File: config.mk
export PLATFORM = sky130hd
export DESIGN_NAME = dpc_top
export DESIGN_NICKNAME = d
export VERILOG_FILES = /design/src/dpc_pkg.sv /design/src/dpc_ptr_step.sv /design/src/dpc_top.sv
export SDC_FILE = /design/constraint.sdc
export NUM_CORES = 1
export LEC_CHECK = 0
export BUFFER_PORTS_ARGS = -buffer_cell sky130_fd_sc_hd__buf_2
export CORE_UTILIZATION = 63
export CTS_BUF_LIST = sky130_fd_sc_hd__clkbuf_4 sky130_fd_sc_hd__clkbuf_8
export DETAILED_ROUTE_END_ITERATION = 10
export PLACE_DENSITY = 0.86
export SYNTH_ARGS = -nofsm -noshare
export SYNTH_HDL_FRONTEND = slang
export SYNTH_SLANG_ARGS = --single-unit
File: constraint.sdc
create_clock -name clk -period 7.2 [get_ports clk]
set_input_delay 0.36 -clock clk [delete_from_list [all_inputs] [get_ports clk]]
set_output_delay 0.36 -clock clk [all_outputs]
set_load 0.05 [all_outputs]
File: src/dpc_pkg.sv
package dpc_pkg;

    // register byte offsets
    localparam logic [7:0]  DPC_OFS_SRC_PTR   = 8'h00;
    localparam logic [7:0]  DPC_OFS_DST_PTR   = 8'h04;
    localparam logic [7:0]  DPC_OFS_SPACE     = 8'h08;
    localparam logic [7:0]  DPC_OFS_COUNT     = 8'h0C;
    localparam logic [7:0]  DPC_OFS_CTRL      = 8'h10;
    localparam logic [7:0]  DPC_OFS_STATUS    = 8'h14;

    // widths
    localparam int          DPC_AW            = 24;
    localparam int          DPC_CW            = 16;
    localparam int          DPC_FW            = 3;

    // space code register fields
    localparam int          DPC_SPC_DST_LSB   = 0;
    localparam int          DPC_SPC_SRC_LSB   = 4;

    // control register fields
    localparam int          DPC_CTL_START     = 0;
    localparam int          DPC_CTL_SRC_INC   = 1;
    localparam int          DPC_CTL_DST_INC   = 2;
    localparam int          DPC_CTL_SRC_OPERAND_SIZE_LSB = 4;
    localparam int          DPC_CTL_DST_OPERAND_SIZE_LSB = 6;

    // status register fields
    localparam int          DPC_STS_BUSY      = 0;
    localparam int          DPC_STS_DONE      = 1;

    // operand size codes
    localparam logic [1:0]  DPC_SIZE_BYTE     = 2'h1;
    localparam logic [1:0]  DPC_SIZE_WORD     = 2'h2;

    // reset values
    localparam logic [23:0] DPC_PTR_RST       = 24'h00_0000;
    localparam logic [15:0] DPC_CNT_RST       = 16'h0000;
    localparam logic [7:0]  DPC_SPC_RST       = 8'h00;
    localparam logic [1:0]  DPC_SIZE_RST      = 2'h1;
    localparam logic [31:0] DPC_RD_ZERO       = 32'h0000_0000;

    typedef struct packed {
        logic [1:0] dst_size;
        logic [1:0] src_size;
        logic       dst_inc_en;
        logic       src_inc_en;
    } dpc_ctrl_s;

    typedef struct packed {
        logic [DPC_AW-1:0] addr;
        logic [DPC_FW-1:0] space;
        logic              active;
    } dpc_bus_s;

endpackage : dpc_pkg

File: src/dpc_ptr_step.sv
`timescale 1ns/1ps
module dpc_ptr_step
    import dpc_pkg::*;
(
    // pointer and operand description
    input  wire logic [DPC_AW-1:0] ptr,
    input  wire logic [1:0]        size,
    input  wire logic              inc_en,
    input  wire logic              last_byte,
    // results
    output      logic [DPC_AW-1:0] ptr_next,
    output      logic [1:0]        bytes
);
    // word on even address moves two; byte, odd start or lone last byte moves one
    always_comb begin
        if (size == DPC_SIZE_WORD && !ptr[0] && !last_byte) begin
            bytes = 2'd2;
        end else begin
            bytes = 2'd1;
        end
        // 24-bit add wraps to zero past the top
        if (inc_en) begin
            ptr_next = ptr + DPC_AW'(bytes);
        end else begin
            ptr_next = ptr;
        end
    end

endmodule : dpc_ptr_step

File: src/dpc_top.sv
`timescale 1ns/1ps
// Behaviour
// source pointer holds a 24-bit byte address; upper byte reserved.
// read portion of an operand drives the address bus from source pointer.
// source pointer advances or holds after each operand per its increment enable.
// pointer additions wrap within 24 bits from all ones to zero.
// source step is one or two from source size and address alignment.
// destination pointer holds 24-bit address, drives bus during write portion.
// destination pointer advances or holds after each operand per its enable.
// destination step is one or two from destination size and address.
// space code register gives 3-bit source and destination codes per cycle.
// software initialises the space codes and never programs all ones.
// 16-bit byte count sets length; zero means 65536 bytes.
// count drops by one per byte moved; a word takes two.
// channel stops at once when the byte count reaches zero.
// odd counts work with word operands; last operand carries one byte, except from an odd destination address.
// size code 01 is byte, 10 is word, others reserved.
// end-of-transfer pin is driven as output when the count runs out.
// reserved upper pointer bits ignore writes and read as zero.
module dpc_top
    import dpc_pkg::*;
(
    // clock and reset
    input  wire logic              clk,
    input  wire logic              rst_n,
    // register port
    input  wire logic [7:0]        reg_addr,
    input  wire logic [31:0]       reg_wdata,
    input  wire logic              reg_wr,
    input  wire logic              reg_rd,
    output      logic [31:0]       reg_rdata,
    // channel sequencer
    input  wire logic              rd_cycle,
    input  wire logic              wr_cycle,
    input  wire logic              src_op_done,
    input  wire logic              dst_op_done,
    output      dpc_ctrl_s         chan_ctrl,
    output      logic              chan_run,
    output      logic              term_count,
    // master bus address and space
    output      dpc_bus_s          master_bus,
    // end-of-transfer pin
    input  wire logic              xfer_end_n_in,
    output      logic              xfer_end_n_out,
    output      logic              xfer_end_oe
);
    import dpc_pkg::*;

    logic              rst_sync1_q;
    logic              rst_sync2_q;
    logic              rst_n_int;

    logic [DPC_AW-1:0] src_ptr_q, src_ptr_d;
    logic [DPC_AW-1:0] dst_ptr_q, dst_ptr_d;
    logic [7:0]        space_q, space_d;
    logic [DPC_CW-1:0] count_q, count_d;
    logic              full_q, full_d;
    dpc_ctrl_s         ctrl_q, ctrl_d;
    logic              run_q, run_d;
    logic              done_q, done_d;
    logic [31:0]       rdata_q, rdata_d;
    dpc_bus_s          bus_q, bus_d;
    logic              tc_q, tc_d;
    logic              end_oe_q, end_oe_d;

    logic [DPC_AW-1:0] src_next, dst_next;
    logic [1:0]        src_bytes, dst_bytes;
    logic              last_byte;
    logic              count_zero;
    logic              last_op;
    logic [1:0]        src_size_eff, dst_size_eff;
    logic              wr_src, wr_dst, wr_spc, wr_cnt, wr_ctl, wr_sts;

    // reset release through two flops
    always_ff @(posedge clk or negedge rst_n) begin
        if (!rst_n) begin
            rst_sync1_q <= 1'b0;
            rst_sync2_q <= 1'b0;
        end else begin
            rst_sync1_q <= 1'b1;
            rst_sync2_q <= rst_sync1_q;
        end
    end
    assign rst_n_int = rst_sync2_q;

    // reserved size codes behave as byte
    assign src_size_eff = (ctrl_q.src_size == DPC_SIZE_WORD) ? DPC_SIZE_WORD
                                                              : DPC_SIZE_BYTE;
    assign dst_size_eff = (ctrl_q.dst_size == DPC_SIZE_WORD) ? DPC_SIZE_WORD
                                                              : DPC_SIZE_BYTE;

    assign count_zero = (count_q == DPC_CNT_RST) && !full_q;
    assign last_byte  = (count_q == DPC_CW'(1)) && !full_q;
    assign last_op    = last_byte || ((count_q == DPC_CW'(2)) && !full_q
                                      && dst_bytes == 2'd2);

    dpc_ptr_step u_src_step (
        .ptr       (src_ptr_q),
        .size      (src_size_eff),
        .inc_en    (ctrl_q.src_inc_en),
        .last_byte (last_byte),
        .ptr_next  (src_next),
        .bytes     (src_bytes)
    );

    dpc_ptr_step u_dst_step (
        .ptr       (dst_ptr_q),
        .size      (dst_size_eff),
        .inc_en    (ctrl_q.dst_inc_en),
        .last_byte (last_byte),
        .ptr_next  (dst_next),
        .bytes     (dst_bytes)
    );

    assign wr_src = reg_wr && reg_addr == DPC_OFS_SRC_PTR;
    assign wr_dst = reg_wr && reg_addr == DPC_OFS_DST_PTR;
    assign wr_spc = reg_wr && reg_addr == DPC_OFS_SPACE;
    assign wr_cnt = reg_wr && reg_addr == DPC_OFS_COUNT;
    assign wr_ctl = reg_wr && reg_addr == DPC_OFS_CTRL;
    assign wr_sts = reg_wr && reg_addr == DPC_OFS_STATUS;

    // register and channel state
    always_comb begin
        src_ptr_d = src_ptr_q;
        dst_ptr_d = dst_ptr_q;
        space_d   = space_q;
        count_d   = count_q;
        full_d    = full_q;
        ctrl_d    = ctrl_q;
        run_d     = run_q;
        done_d    = done_q;
        tc_d      = 1'b0;

        if (wr_src) begin
            src_ptr_d = reg_wdata[DPC_AW-1:0];
        end
        if (wr_dst) begin
            dst_ptr_d = reg_wdata[DPC_AW-1:0];
        end
        if (wr_spc) begin
            space_d = reg_wdata[7:0];
        end
        if (wr_cnt) begin
            count_d = reg_wdata[DPC_CW-1:0];
            full_d  = 1'b0;
        end
        if (wr_ctl) begin
            ctrl_d.src_inc_en = reg_wdata[DPC_CTL_SRC_INC];
            ctrl_d.dst_inc_en = reg_wdata[DPC_CTL_DST_INC];
            ctrl_d.src_size   = reg_wdata[DPC_CTL_SRC_OPERAND_SIZE_LSB +: 2];
            ctrl_d.dst_size   = reg_wdata[DPC_CTL_DST_OPERAND_SIZE_LSB +: 2];
            if (reg_wdata[DPC_CTL_START] && !run_q) begin
                run_d  = 1'b1;
                full_d = (count_d == DPC_CNT_RST);
            end else if (!reg_wdata[DPC_CTL_START]) begin
                run_d = 1'b0;
            end
        end
        if (wr_sts && reg_wdata[DPC_STS_DONE]) begin
            done_d = 1'b0;
        end

        if (run_q) begin
            if (src_op_done) begin
                src_ptr_d = src_next;
            end
            if (dst_op_done) begin
                dst_ptr_d = dst_next;
                count_d   = count_q - DPC_CW'(dst_bytes);
                full_d    = 1'b0;
                if (last_op) begin
                    run_d  = 1'b0;
                    done_d = 1'b1;
                    tc_d   = 1'b1;
                end
            end
            if (!xfer_end_n_in && !end_oe_q) begin
                run_d  = 1'b0;
                done_d = 1'b1;
            end
            if (count_zero) begin
                run_d = 1'b0;
            end
        end
    end

    // master address and space code, registered
    always_comb begin
        bus_d        = '0;
        end_oe_d     = 1'b0;
        if (run_q && rd_cycle) begin
            bus_d.addr   = src_ptr_q;
            bus_d.space  = space_q[DPC_SPC_SRC_LSB +: DPC_FW];
            bus_d.active = 1'b1;
        end else if (run_q && wr_cycle) begin
            bus_d.addr   = dst_ptr_q;
            bus_d.space  = space_q[DPC_SPC_DST_LSB +: DPC_FW];
            bus_d.active = 1'b1;
            end_oe_d     = last_op;
        end
    end

    // read data, valid the cycle after the strobe
    always_comb begin
        rdata_d = DPC_RD_ZERO;
        if (reg_rd) begin
            unique case (reg_addr)
                DPC_OFS_SRC_PTR: rdata_d = {8'h00, src_ptr_q};
                DPC_OFS_DST_PTR: rdata_d = {8'h00, dst_ptr_q};
                DPC_OFS_SPACE:   rdata_d = {24'h00_0000, space_q};
                DPC_OFS_COUNT:   rdata_d = {16'h0000, count_q};
                DPC_OFS_CTRL:    rdata_d = {24'h00_0000, ctrl_q.dst_size,
                                            ctrl_q.src_size, 1'b0,
                                            ctrl_q.dst_inc_en,
                                            ctrl_q.src_inc_en, run_q};
                DPC_OFS_STATUS:  rdata_d = {30'h0000_0000, done_q, run_q};
                default:         rdata_d = DPC_RD_ZERO;
            endcase
        end
    end

    always_ff @(posedge clk or negedge rst_n_int) begin
        if (!rst_n_int) begin
            src_ptr_q <= DPC_PTR_RST;
            dst_ptr_q <= DPC_PTR_RST;
            space_q   <= DPC_SPC_RST;
            count_q   <= DPC_CNT_RST;
            full_q    <= 1'b0;
            ctrl_q    <= '{dst_size: DPC_SIZE_RST, src_size: DPC_SIZE_RST,
                           dst_inc_en: 1'b0, src_inc_en: 1'b0};
            run_q     <= 1'b0;
            done_q    <= 1'b0;
            tc_q      <= 1'b0;
            bus_q     <= '0;
            end_oe_q  <= 1'b0;
            rdata_q   <= DPC_RD_ZERO;
        end else begin
            src_ptr_q <= src_ptr_d;
            dst_ptr_q <= dst_ptr_d;
            space_q   <= space_d;
            count_q   <= count_d;
            full_q    <= full_d;
            ctrl_q    <= ctrl_d;
            run_q     <= run_d;
            done_q    <= done_d;
            tc_q      <= tc_d;
            bus_q     <= bus_d;
            end_oe_q  <= end_oe_d;
            rdata_q   <= rdata_d;
        end
    end

    assign reg_rdata      = rdata_q;
    assign chan_ctrl      = ctrl_q;
    assign chan_run       = run_q;
    assign term_count     = tc_q;
    assign master_bus     = bus_q;
    assign xfer_end_oe    = end_oe_q;
    assign xfer_end_n_out = 1'b0;

endmodule : dpc_top

==> metrics.json <==
{
  "initial_utilization": {"value": 65.4, "unit": "%"},
  "critical_path.max_fanout": {"value": 7},
  "utilization": {"value": 74.2, "unit": "%"},
  "synth.cell_area": {"value": 7150, "unit": "um2"},
  "ant_nets": {"value": 0},
  "post_cts_repair_resize_count": {"value": 0},
  "maxSlewHeadroom": {"value": 15.9, "unit": "%"},
  "clk_latency": {"value": 0.46, "unit": "ns"},
  "route.detailed.vias_per_inst": {"value": 6.91},
  "ff2ff_path_depth": {"value": 11},
  "hold_path_depth": {"value": 2},
  "clock_tree_from_tritoncts": {"value": "built"},
  "critical_path.reg2reg.startpoint": {"value": "count_q[8]$_DFF_PN0_"},
  "detail_route.wirelength": {"value": 22000, "unit": "um"},
  "fp.dieH": {"value": 109, "unit": "um"},
  "yosys.cell_count.top_type": {"value": "sky130_fd_sc_hd__dfrtp_1"},
  "place_congestion": {"value": 0.946},
  "final.period_utilization": {"value": 61.6, "unit": "%"},
  "track_usage": {"value": 39.5, "unit": "%"},
  "slew_at_the_pin_with_the_worst_max_slew_slack": {"value": 1.25, "unit": "ns"},
  "hold_end": {"value": "xfer_end_oe$_DFF_PN0_"},
  "postSynth.topFlopCell": {"value": "sky130_fd_sc_hd__dfrtp_1"},
  "cp-start-kind": {"value": "flip-flop"},
  "timing.critical_path.cells": {"value": "or4_1 -> or2_2 -> or4_4 -> nand2b_4 -> and3_1 -> ha_1 -> a21o_1 -> nor4b_1 -> and4_1 -> nor3_1 -> a211oi_1"},
  "num_rows": {"value": 38},
  "setup_viol_count_final": {"value": 0},
  "grt_antenna_before_repair": {"value": 0},
  "cpMaxStageDelayCell": {"value": "sky130_fd_sc_hd__nor4b_1"},
  "synth_largest_type_area_fraction": {"value": 47.2, "unit": "%"},
  "synth-warning-count": {"value": 0},
  "cts.path.max_buffers": {"value": 2},
  "via_count_of_the_first_global_routing_pass": {"value": 6366},
  "capture_point_of_the_worst_reg_to_reg_path": {"value": "src_ptr_q[13]$_DFFE_PN0P_"},
  "die_w": {"value": 109, "unit": "um"},
  "timing.clock.skew": {"value": 0.00746, "unit": "ns"},
  "worst_ep_required_time": {"value": 7.57, "unit": "ns"},
  "fin_setup_tns": {"value": 0, "unit": "ns"},
  "max-vdd-ir-drop": {"value": 0.218, "unit": "mV"},
  "minimum_clock_period_after_layout": {"value": 4.43, "unit": "ns"},
  "slowest_delay": {"value": 0.84, "unit": "ns"},
  "drive_above_1_share": {"value": 21.6, "unit": "%"},
  "synth.largest_area_cell": {"value": "sky130_fd_sc_hd__dfrtp_1"},
  "postSynth.asyncResetShare": {"value": 100, "unit": "%"},
  "design.final.nets": {"value": 858},
  "run_status": {"value": "finished, final reports clean"},
  "routed_wire_length_per_instance": {"value": 23.0, "unit": "um"},
  "synth_edf_count": {"value": 0},
  "cts.htree.levels": {"value": 4},
  "leakagePower": {"value": 3.78, "unit": "nW"},
  "rsz_0062_raised_after_global_routing": {"value": "no"},
  "path_clk_slew": {"value": 0.08, "unit": "ns"},
  "detail_route.drc_violations": {"value": 0},
  "detail_route.first_pass.iterations": {"value": 6},
  "dieArea": {"value": 11800, "unit": "um2"},
  "synthesis.area_per_instance": {"value": 9.88, "unit": "um2"},
  "finalHoldViolCount": {"value": 0},
  "rrSetupSlack": {"value": 2.77, "unit": "ns"},
  "grt_max_degree": {"value": 86},
  "yosys_register_bits": {"value": 137},
  "grt_first_pass_wirelength": {"value": 34000, "unit": "um"},
  "cts_inserted_buffers": {"value": 17},
  "yosys.cell_types.count": {"value": 64},
  "cp-end-kind": {"value": "flip-flop"},
  "power.density_cell_area": {"value": 271, "unit": "nW/um2"},
  "drtIter0Drc": {"value": 692},
  "globalRoute.totalOverflow": {"value": 0},
  "clock-root-buffer": {"value": "sky130_fd_sc_hd__clkbuf_8"},
  "coreArea": {"value": 10900, "unit": "um2"},
  "proportion_of_synthesized_chip_area_in_sequential_cells": {"value": 48.0, "unit": "%"},
  "min-delay-path-class": {"value": "in2reg"},
  "crit_arrival": {"value": 4.80, "unit": "ns"},
  "maxSlewViolCount": {"value": 0},
  "synth.area.top_cells": {"value": "sky130_fd_sc_hd__dfrtp_1 47%, sky130_fd_sc_hd__nor2_1 5.2%, sky130_fd_sc_hd__a22o_1 3.3%, sky130_fd_sc_hd__a211oi_1 3.1%, sky130_fd_sc_hd__mux2i_1 3.1%"},
  "routed-via-count": {"value": 6605},
  "sink_count_of_the_clock_tree": {"value": 137},
  "port_buffers": {"value": 101},
  "worst-setup-path-type": {"value": "reg2reg"},
  "netlist_instances": {"value": 724},
  "hold_path_startpoint": {"value": "rd_cycle"},
  "max_freq": {"value": 226, "unit": "MHz"},
  "synthTopCellsByCount": {"value": "135 x sky130_fd_sc_hd__dfrtp_1, 100 x sky130_fd_sc_hd__nor2_1, 49 x sky130_fd_sc_hd__nand2_1, 35 x sky130_fd_sc_hd__clkbuf_1, 32 x sky130_fd_sc_hd__nor3_1"},
  "top_level_ports": {"value": 119},
  "layout-area-overhead-vs-synth": {"value": 13.4, "unit": "%"},
  "cap_violations": {"value": 0},
  "hpwl": {"value": 15600, "unit": "um"}
}
report_power, final:
part | switching [W] | leakage [nW] | total, W | internal (W)
sequential | 0.000194 | 1.84 | 0.00106 | 0.000864
clock | 0.000301 | 0.232 | 0.000748 | 0.000447
combinational | 0.000224 | 1.70 | 0.000390 | 0.000165
repair_timing:
item,4_1_cts,5_1_grt
endpoints found under the hold margin,2,0
hold buffers,1,0
setup buffers,0,0
cell usage in the layout (no fill, tap or decap), types with 6 or more instances in the layout:
cell type | netlist | routed
sky130_fd_sc_hd__o21ai_0 | 22 | 22
sky130_fd_sc_hd__nor4_1 | 14 | 14
sky130_fd_sc_hd__nand4_1 | 17 | 17
sky130_fd_sc_hd__and3_1 | 13 | 13
sky130_fd_sc_hd__a21oi_1 | 31 | 31
sky130_fd_sc_hd__nor2_1 | 100 | 100
sky130_fd_sc_hd__o22ai_1 | 18 | 18
sky130_fd_sc_hd__ha_1 | 6 | 6
sky130_fd_sc_hd__mux2i_1 | 22 | 22
sky130_fd_sc_hd__and4_1 | 6 | 6
sky130_fd_sc_hd__clkbuf_8 | 0 | 17
sky130_fd_sc_hd__a22o_1 | 27 | 27
sky130_fd_sc_hd__mux4_2 | 8 | 8
sky130_fd_sc_hd__nor3_1 | 32 | 32
sky130_fd_sc_hd__buf_2 | 5 | 101
sky130_fd_sc_hd__nand3_1 | 22 | 22
sky130_fd_sc_hd__conb_1 | 2 | 10
sky130_fd_sc_hd__mux2_2 | 17 | 17
sky130_fd_sc_hd__a211oi_1 | 30 | 30
sky130_fd_sc_hd__a311oi_1 | 8 | 8
sky130_fd_sc_hd__and2_1 | 8 | 8
sky130_fd_sc_hd__dfrtp_1 | 135 | 134
sky130_fd_sc_hd__nand2_1 | 49 | 49
sky130_fd_sc_hd__bufinv_16 | 0 | 6
cell type report:
type | instances | area (um2)
multi-input cells | 538 | 3480
flip-flops and latches | 137 | 3430
fillers | 799 | 2820
repair buffers | 105 | 538
clock buffers | 18 | 241
clock inverters | 14 | 228
well taps | 140 | 175
inverters | 3 | 11.3
diodes | 1 | 2.50
through the flow:
step	instances	cell area [um2]	power [W]	worst slack (ns)	hold slack (ns)
after floorplan	732	7180	0.00129	3.10	0.0644
after global placement	922	7630	0.00141	3.01	0.144
after detailed placement	922	7630	0.00144	2.93	0.147
after CTS	955	8110	0.00218	2.90	0.0970
after global routing	955	8110	0.00228	2.65	0.106
final	956	8110	0.00220	2.77	0.110
registers in the layout (all words and copies together), names as in the netlist:
signal / flops
rst_n_int: 1
count_q: 16
dst_ptr_q: 24
space_q: 8
xfer_end_oe: 1
chan_ctrl: 6
master_bus: 28
rst_sync1_q: 1
src_ptr_q: 24
done_q: 1
reg_rdata: 24
full_q: 1
term_count: 1
chan_run: 1
worst max-delay path by stage:
stage                               startpoint                        end
after floorplan            rst_n_int$_DFF_PN0_   chan_ctrl[0]$_DFFE_PN0P_
after global placement    count_q[8]$_DFF_PN0_  src_ptr_q[13]$_DFFE_PN0P_
after detailed placement  count_q[2]$_DFF_PN0_  src_ptr_q[13]$_DFFE_PN0P_
after CTS                 count_q[2]$_DFF_PN0_  src_ptr_q[13]$_DFFE_PN0P_
after global routing      count_q[2]$_DFF_PN0_      count_q[10]$_DFF_PN0_
final                     count_q[8]$_DFF_PN0_  src_ptr_q[13]$_DFFE_PN0P_
worst max-delay path: cells and delay by family, from the launching register on:
kind / cells / cell delay [ns]
flops: 1 / 0.47
simple gates: 8 / 3.14
compound gates: 2 / 0.42
fa+ha+maj: 1 / 0.30
kinds of logic (layout without fill, tap and decap cells):
| logic type | after synthesis | count (layout) | share of synthesized area, % |
|---|---|---|---|
| and+or+nand+nor | 297 | 297 | 21.0 |
| AOI/OAI and AO/OA | 171 | 171 | 16.8 |
| DFF | 137 | 137 | 48.0 |
| buffers and inverters | 57 | 140 | 3.76 |
| muxes | 47 | 47 | 8.27 |
| adders and majority gates | 7 | 7 | 1.33 |
| xor gates and xnor gates | 6 | 6 | 0.735 |
| other | 2 | 11 | 0.105 |
per-layer routing:
metal | GRT usage, % | share of wire, % | wire length, um | vias to the layer above
met5 | 0 | 0 | 0 | -
met4 | 19.6 | 3.4 | 753 | 0
met3 | 9.83 | 12 | 2600 | 72
met2 | 58.7 | 45 | 9960 | 480
met1 | 54.1 | 39 | 8670 | 3199
li1 | - | - | - | 2854
Power figures use the tool's default switching activity.
